File: src/common/ddp_pkg.sv
// ddp_pkg: constants and types of the dual data pointer unit.
// assumes one core clock shared by the unit, the decoder and the sfr bus.
package ddp_pkg;

    // special function register addresses
    localparam logic [7:0] DDP_ADDR_ACT_LOW = 8'h82;
    localparam logic [7:0] DDP_ADDR_ACT_HIGH = 8'h83;
    localparam logic [7:0] DDP_ADDR_ALT_LOW = 8'hD4;
    localparam logic [7:0] DDP_ADDR_ALT_HIGH = 8'hD5;
    localparam logic [7:0] DDP_ADDR_CONFIG = 8'hA1;
    localparam logic [7:0] DDP_ADDR_AUX_ONE = 8'hA2;

    // auxiliary_control_one fields
    localparam int DDP_AUX_SEL_BIT = 0;
    localparam int DDP_AUX_ZERO_BIT = 2;

    // pointer_config_register fields
    localparam int DDP_CFG_UPD0_BIT = 0;
    localparam int DDP_CFG_UPD1_BIT = 1;
    localparam int DDP_CFG_DOWN0_BIT = 2;
    localparam int DDP_CFG_DOWN1_BIT = 3;

    // reset values
    localparam logic [15:0] DDP_PTR_RESET = 16'h0000;
    localparam logic [7:0] DDP_AUX_RESET = 8'h00;
    localparam logic [7:0] DDP_CFG_RESET = 8'h00;

    // value of the per-instruction inverse-select prefix byte
    localparam logic [7:0] DDP_PREFIX_OPCODE = 8'hA5;

    // pointer operations issued by the instruction decoder
    typedef enum logic [2:0] {
        DDP_OP_PREFIX,
        DDP_OP_LOAD,
        DDP_OP_INC,
        DDP_OP_MOVE,
        DDP_OP_JUMP
    } ddp_op_type;

    typedef struct packed {
        logic valid;
        ddp_op_type code;
        logic [15:0] data;
    } ddp_op_req_type;

    typedef struct packed {
        logic wr;
        logic rd;
        logic [7:0] addr;
        logic [7:0] wdata;
    } ddp_sfr_req_type;

endpackage

File: src/verilog/ddp_unit.sv
// ddp_unit: two 16-bit data pointers with select, prefix and auto-update.
// assumes the decoder and sfr bus run on i_clock and issue one op per cycle.
`timescale 1ns/1ns
module ddp_unit
    import ddp_pkg::*;
#(
    parameter int PTR_WIDTH = 16
) (
    // clock and reset
    input wire logic i_clock,
    input wire logic i_sys_rst,
    // instruction decoder
    input wire ddp_op_req_type i_op,
    // sfr bus
    input wire ddp_sfr_req_type i_sfr,
    output logic [7:0] o_sfr_rdata,
    output logic o_sfr_rvalid,
    // pointer state and access address
    output logic [PTR_WIDTH-1:0] o_ptr_zero,
    output logic [PTR_WIDTH-1:0] o_ptr_one,
    output logic o_pointer_select,
    output logic [PTR_WIDTH-1:0] o_access_addr,
    output logic o_access_valid
);

    logic [PTR_WIDTH-1:0] ptr_q [2];
    logic [PTR_WIDTH-1:0] ptr_d [2];
    logic [7:0] aux_q;
    logic [7:0] aux_d;
    logic [7:0] cfg_q;
    logic [7:0] cfg_d;
    logic prefix_q;
    logic prefix_d;
    logic [7:0] rdata_q;
    logic [7:0] rdata_d;
    logic rvalid_q;
    logic rvalid_d;
    logic [PTR_WIDTH-1:0] acc_addr_q;
    logic [PTR_WIDTH-1:0] acc_addr_d;
    logic acc_valid_q;
    logic acc_valid_d;

    logic sel;
    logic eff;
    logic [PTR_WIDTH-1:0] eff_ptr;
    logic [PTR_WIDTH-1:0] stepped;
    logic down_eff;
    logic upd_eff;
    logic [PTR_WIDTH-1:0] act_ptr;
    logic [PTR_WIDTH-1:0] alt_ptr;

    always_comb begin
        sel = aux_q[DDP_AUX_SEL_BIT];
        // jump and sfr accesses never see the prefix; every other op does
        if (i_op.code == DDP_OP_JUMP) begin
            eff = sel;
        end else begin
            eff = sel ^ prefix_q;
        end
        eff_ptr = ptr_q[eff];
        down_eff = eff ? cfg_q[DDP_CFG_DOWN1_BIT] : cfg_q[DDP_CFG_DOWN0_BIT];
        upd_eff = eff ? cfg_q[DDP_CFG_UPD1_BIT] : cfg_q[DDP_CFG_UPD0_BIT];
        // modulo wrap comes from the fixed width
        if (down_eff) begin
            stepped = eff_ptr - 1'b1;
        end else begin
            stepped = eff_ptr + 1'b1;
        end
        act_ptr = ptr_q[sel];
        alt_ptr = ptr_q[~sel];
    end

    // sfr writes, then decoder ops; an op in the same cycle wins a pointer
    always_comb begin
        ptr_d[0] = ptr_q[0];
        ptr_d[1] = ptr_q[1];
        aux_d = aux_q;
        cfg_d = cfg_q;
        prefix_d = prefix_q;
        acc_addr_d = acc_addr_q;
        acc_valid_d = 1'b0;
        if (i_sfr.wr) begin
            unique case (i_sfr.addr)
                DDP_ADDR_ACT_LOW: ptr_d[sel][7:0] = i_sfr.wdata;
                DDP_ADDR_ACT_HIGH: ptr_d[sel][15:8] = i_sfr.wdata;
                DDP_ADDR_ALT_LOW: ptr_d[~sel][7:0] = i_sfr.wdata;
                DDP_ADDR_ALT_HIGH: ptr_d[~sel][15:8] = i_sfr.wdata;
                DDP_ADDR_AUX_ONE: begin
                    aux_d = i_sfr.wdata;
                    aux_d[DDP_AUX_ZERO_BIT] = 1'b0;
                end
                DDP_ADDR_CONFIG: cfg_d = i_sfr.wdata;
                default: ;
            endcase
        end
        if (i_op.valid) begin
            prefix_d = 1'b0;
            unique case (i_op.code)
                DDP_OP_PREFIX: prefix_d = 1'b1;
                DDP_OP_LOAD: ptr_d[eff] = i_op.data;
                DDP_OP_INC: ptr_d[eff] = stepped;
                DDP_OP_MOVE: begin
                    acc_addr_d = eff_ptr;
                    acc_valid_d = 1'b1;
                    if (upd_eff) begin
                        ptr_d[eff] = stepped;
                    end
                end
                DDP_OP_JUMP: begin
                    acc_addr_d = eff_ptr;
                    acc_valid_d = 1'b1;
                end
                // codes past the last op are illegal and only clear the prefix
                default: ;
            endcase
        end
    end

    always_comb begin
        rvalid_d = i_sfr.rd;
        rdata_d = 8'h00;
        if (i_sfr.rd) begin
            unique case (i_sfr.addr)
                DDP_ADDR_ACT_LOW: rdata_d = act_ptr[7:0];
                DDP_ADDR_ACT_HIGH: rdata_d = act_ptr[15:8];
                DDP_ADDR_ALT_LOW: rdata_d = alt_ptr[7:0];
                DDP_ADDR_ALT_HIGH: rdata_d = alt_ptr[15:8];
                DDP_ADDR_AUX_ONE: rdata_d = aux_q;
                DDP_ADDR_CONFIG: rdata_d = cfg_q;
                default: rdata_d = 8'h00;
            endcase
        end
    end

    always_ff @(posedge i_clock or posedge i_sys_rst) begin
        if (i_sys_rst) begin
            ptr_q[0] <= DDP_PTR_RESET;
            ptr_q[1] <= DDP_PTR_RESET;
            aux_q <= DDP_AUX_RESET;
            cfg_q <= DDP_CFG_RESET;
            prefix_q <= 1'b0;
            rdata_q <= 8'h00;
            rvalid_q <= 1'b0;
            acc_addr_q <= DDP_PTR_RESET;
            acc_valid_q <= 1'b0;
        end else begin
            ptr_q[0] <= ptr_d[0];
            ptr_q[1] <= ptr_d[1];
            aux_q <= aux_d;
            cfg_q <= cfg_d;
            prefix_q <= prefix_d;
            rdata_q <= rdata_d;
            rvalid_q <= rvalid_d;
            acc_addr_q <= acc_addr_d;
            acc_valid_q <= acc_valid_d;
        end
    end

    assign o_ptr_zero = ptr_q[0];
    assign o_ptr_one = ptr_q[1];
    assign o_pointer_select = aux_q[DDP_AUX_SEL_BIT];
    assign o_sfr_rdata = rdata_q;
    assign o_sfr_rvalid = rvalid_q;
    assign o_access_addr = acc_addr_q;
    assign o_access_valid = acc_valid_q;

endmodule

File: config.mk
export PLATFORM = sky130hd
export DESIGN_NAME = ddp_unit
export DESIGN_NICKNAME = d
export VERILOG_FILES = /design/src/common/ddp_pkg.sv /design/src/verilog/ddp_unit.sv
export SDC_FILE = /design/constraint.sdc
export NUM_CORES = 1
export LEC_CHECK = 0
export BUFFER_PORTS_ARGS = -buffer_cell sky130_fd_sc_hd__buf_2
export CAP_MARGIN = 10
export CORE_MARGIN = 5
export CORE_UTILIZATION = 30
export DETAILED_ROUTE_END_ITERATION = 10
export GPL_TIMING_DRIVEN = 0
export PLACE_DENSITY_LB_ADDON = 0.2
export SETUP_SLACK_MARGIN = 0.3
export SLEW_MARGIN = 20
export SYNTH_ARGS = -nofsm -noshare
export SYNTH_HDL_FRONTEND = slang
export SYNTH_SLANG_ARGS = --single-unit
export TNS_END_PERCENT = 20
File: constraint.sdc
create_clock -name i_clock -period 12.4 [get_ports i_clock]
set_clock_uncertainty 0.05 [all_clocks]
set_input_delay 1.86 -clock i_clock [delete_from_list [all_inputs] [get_ports i_clock]]
set_output_delay 1.86 -clock i_clock [all_outputs]
set_load 0.005 [all_outputs]
[Word level (Yosys, flattened, before mapping)]
Index checks and enable logic that the tools add are counted.
Storage, ports and cells
  register bits after elaboration: 74
  output and inout bits: 59
Cells by class
  add/sub/neg operators: 2
  magnitude comparators: 6
  equality and inequality tests: 10
  muxes and demuxes: 39
  bitwise operators: 5
  reductions and logical operators: 8
Operators by type and width (count)
  $mux W16: 13
  $bwmux W32: 6
  $pmux W32 S4: 1
  $mux W32: 3
  $pmux W32 S3: 1
  $demux W16 S1: 5
  $eq A8 B8 Y1 const B: 6
  $pmux W8 S6: 1
  $mux W8: 3
  $add A16 B1 Y16 const B: 1
  $sub A16 B1 Y16 const B: 1
  $eq A3 B2 Y1 const B: 2
  $ge A2 B2 Y1 const B: 3
  $lt A2 B1 Y1 const B: 3
  $mux W1: 6
  $not A1 Y2: 3
  $reduce_and A2 Y1: 3
  $eq A3 B1 Y1 const B: 1
  $eq A3 B3 Y1 const B: 1
  $logic_and A1 B1 Y1: 3
  $logic_not A3 Y1: 1
  $reduce_or A2 Y1: 1
  $not A1 Y1: 1
  $xor A1 B1 Y1: 1

[Longest topological paths before layout]
  word-level depth: 13
  mapped depth: 19
  mapped depth without buffers: 15

[Least setup slack after synthesis]
OpenSTA, ideal clock, no wires.
  path type: input to register
  start point: input port i_op[17] (netlist bit)
  end point: register ptr_q (netlist bit o_ptr_zero[10])
  library setup time: 0.130 ns
  arrival: 5.591 ns
  slack: 6.629 ns
  stages: 19
  cell sequence: buf_6 > or3b_1 > buf_2 > a211o_1 > buf_2 > clkbuf_1 > clkbuf_1 > nand2_1 > nand2_1 > fa_1 > nor3b_1 > o21ai_0 > a211oi_1 > o31ai_1 > a21boi_1 > or3_1 > a31oi_1 > a21o_1 > o21ai_0
RTL lines
  start, declared: RTL line ddp_unit.sv:13  | input wire ddp_op_req_type i_op,
  end, declared: RTL line ddp_unit.sv:26  | logic [PTR_WIDTH-1:0] ptr_q [2];

==> metrics.cfg <==
[placement]
dp_hpwl_microns = 19900
gp_congestion = 0.953
pre_cts_slack_ns = 5.35
dpl_cell_area_sq_um = 7200
io_buffers = 89
placed_cells = 1172

[sta]
hold_violations = 0
final.setup.tns_ns = 0
hold_ws_ns = 0.437
fin_crit_ns = 6.75
relSlewSlack = 0.430
rsz0062_at_grt = false
worst_slack_ns = 5.65
finalSetupViolCount = 0
tightest_slew_ns = 0.833
slew_viol_final = 0
max_freq_mhz = 148
period_share = 0.545

[route]
firstDrtPassIters = 6
drc = 0
vias = 7000
wl_per_cell_microns = 21.7
drt-total-wl_microns = 25800
viasPerCell = 5.89
drt_iter0_drc = 790
ant_nets = 0

[synth]
async_flop_share = 1.00
syn_inst = 807
yosysTopAreaCell = dfrtp_1
netlist_area_sq_um = 6380
synth_nets = 861
synth_top_flop_cell = dfrtp_1
yosys-top-cells-count = 110 x nor2_1, 92 x a221oi_1, 87 x nand2_1, 74 x dfrtp_1, 68 x clkbuf_1
synth_cell_types = 68
ys_seq_elements = 74
yosys-top-cells-area = dfrtp_1 29%, a221oi_1 13%, nor2_1 6.5%
synth.most_common_cell = nor2_1
ys_seq_area_frac = 0.290
ys_warn_count = 0
synth_edf_count = 0
synthDominantCellAreaShare = 0.290
avgSynthCellArea_sq_um = 7.91

[clock_tree]
clk_pin_slew_ns = 0.06
post-cts-setup-buffers = 0
root_buffer = clkbuf_16
cts_buffers = 9
insertion_delay_ns = 0.35
cts.repair.resized = 0
hold_buffers = 0
h-tree-depth = 3
cts_tree = done
clk_path_buf_depth = 2
cts.sink_count = 74

[hold_path]
hold_start = o_access_addr[2]$_DFFE_PP0P_
min_path_type = reg2reg

[grt]
grt_pass1_vias = 6506
grt.overflow.total = 0
grt_max_degree = 51
grt_first_pass_wirelength_microns = 38900
grt_usage = 0.207
grt_antenna_before_repair = 0

[final_layout]
final_cell_area_sq_um = 7500
post-route-util = 0.358
fillCellCount = 2291
finalNonFillerCells = 1188
area_delta_synth_final_pct = 17.4
drive_above_1_share = 0.168
final-seq-area_sq_um = 1850
nets = 962
antenna_cells = 0
multi_input_area_sq_um = 4160

[worst_setup_path]
critPathLaunchType = input port
cpPeakStageDelay_ns = 0.62
crit_top_cell = nand2_1
worstSetupPathType = in2reg
crit-reg2reg-launch = aux_q[0]$_DFFE_PP0P_
crit_path_end_kind = flip-flop
crit_fanout = 10
worstPathCellList = buf_2 > or3b_1 > buf_2 > a211oi_2 > clkbuf_1 > buf_1 > nand2_1 > nand2_1 > ha_1 > nand2_1 > a2111oi_0 > a311oi_2 > nor3_2 > o41ai_4 > o21ai_0 > xnor2_1 > o21ai_0 > o221ai_1
worstPathArrival_ns = 6.90
slowest_stage = a211oi_2
startpoint = i_op[18]
cp.required_ns = 12.55

[floorplan]
die_x_microns = 156
io_pins = 99
rows = 53
initial_core_util = 0.305
die_h_microns = 156
die_area_sq_um = 24300
core_region_area_sq_um = 21000

[run]
drv_cap = 0

[power_and_ir_drop]
leakage_nw = 3.32
power.density_nw_per_um2 = 104
power_mw = 0.777
vdd_ir_drop_max_mv = 0.0612

[outcome]
status = complete, no violations

[worst max-delay path, delay by kind of cell]
| family | cells | cell delay, ns |
|---|---|---|
| AOI/OAI and AO/OA | 7 | 2.35 |
| xor gates and xnor gates | 1 | 0.22 |
| adders and majority gates | 1 | 0.30 |
| buffers and inverters | 4 | 1.29 |
| and+or+nand+nor | 5 | 0.89 |
[cell families after synthesis]
group / synth area share
multiplexers: 0.0647
AND/OR/NAND/NOR: 0.182
adder cells (fa/ha/maj): 0.0302
XOR/XNOR: 0.0247
flip-flops: 0.290
AO/OA/AOI/OAI: 0.351
buffers and inverters: 0.0582
[cell usage in the layout, fill, tap and decap left out, drive strengths merged, types with 9 or more instances in the layout]
cell	n
nor3	9
and2	10
nand2	87
mux2	31
nor2	110
o22ai	18
buf	105
a22oi	31
ha	13
a221oi	92
o21ai	50
clkbuf	77
dfrtp	74
inv	14
a221o	11
a21oi	46
xnor2	11
[sequential cells by signal, indices dropped and copies added (netlist names)]
signal	flops
o_access_valid	1
o_ptr_zero	16
o_sfr_rvalid	1
o_sfr_rdata	8
aux_q	7
prefix_q	1
o_access_addr	16
cfg_q	8
o_ptr_one	16
[metal layers]
metal  track usage  up-vias  share of wire
li1              -     3280              -
met1         0.291     3399           0.46
met2         0.325      289           0.46
met3        0.0397       32          0.067
met4        0.0575        0          0.020
met5             0        -              0
[where the power goes]
part | switching, mW | leakage (nW) | internal (mW) | total, mW
clock | 0.115 | 0.142 | 0.156 | 0.271
combinational | 0.134 | 2.17 | 0.0809 | 0.215
sequential | 0.0276 | 1.01 | 0.264 | 0.292
[final timing paths]
check | endpoint | slack [ns] | depth (start not counted)
worst max register to register | o_ptr_zero[11]$_DFF_PP0_ | 6.77 | 17
min in group asynchronous | o_sfr_rdata[5]$_DFF_PP0_ | 1.43 | 2
worst min register to register | o_access_addr[2]$_DFFE_PP0P_ | 0.44 | 2
max in group asynchronous | o_ptr_zero[15]$_DFF_PP0_ | 10.31 | 3
worst min-delay path | o_access_addr[2]$_DFFE_PP0P_ | 0.44 | 2
worst max-delay path | o_ptr_zero[11]$_DFF_PP0_ | 5.65 | 18
[area by class of cell]
cell class,instances,area share
clock inverters,7,0.00918
repair buffers,90,0.0631
multi-input cells,637,0.555
plain buffers,83,0.0431
flip-flops and latches,74,0.247
inverters,13,0.00684
well taps,275,0.0459
clock buffers,9,0.0300
No activity file was read; power rests on OpenSTA's default activity.
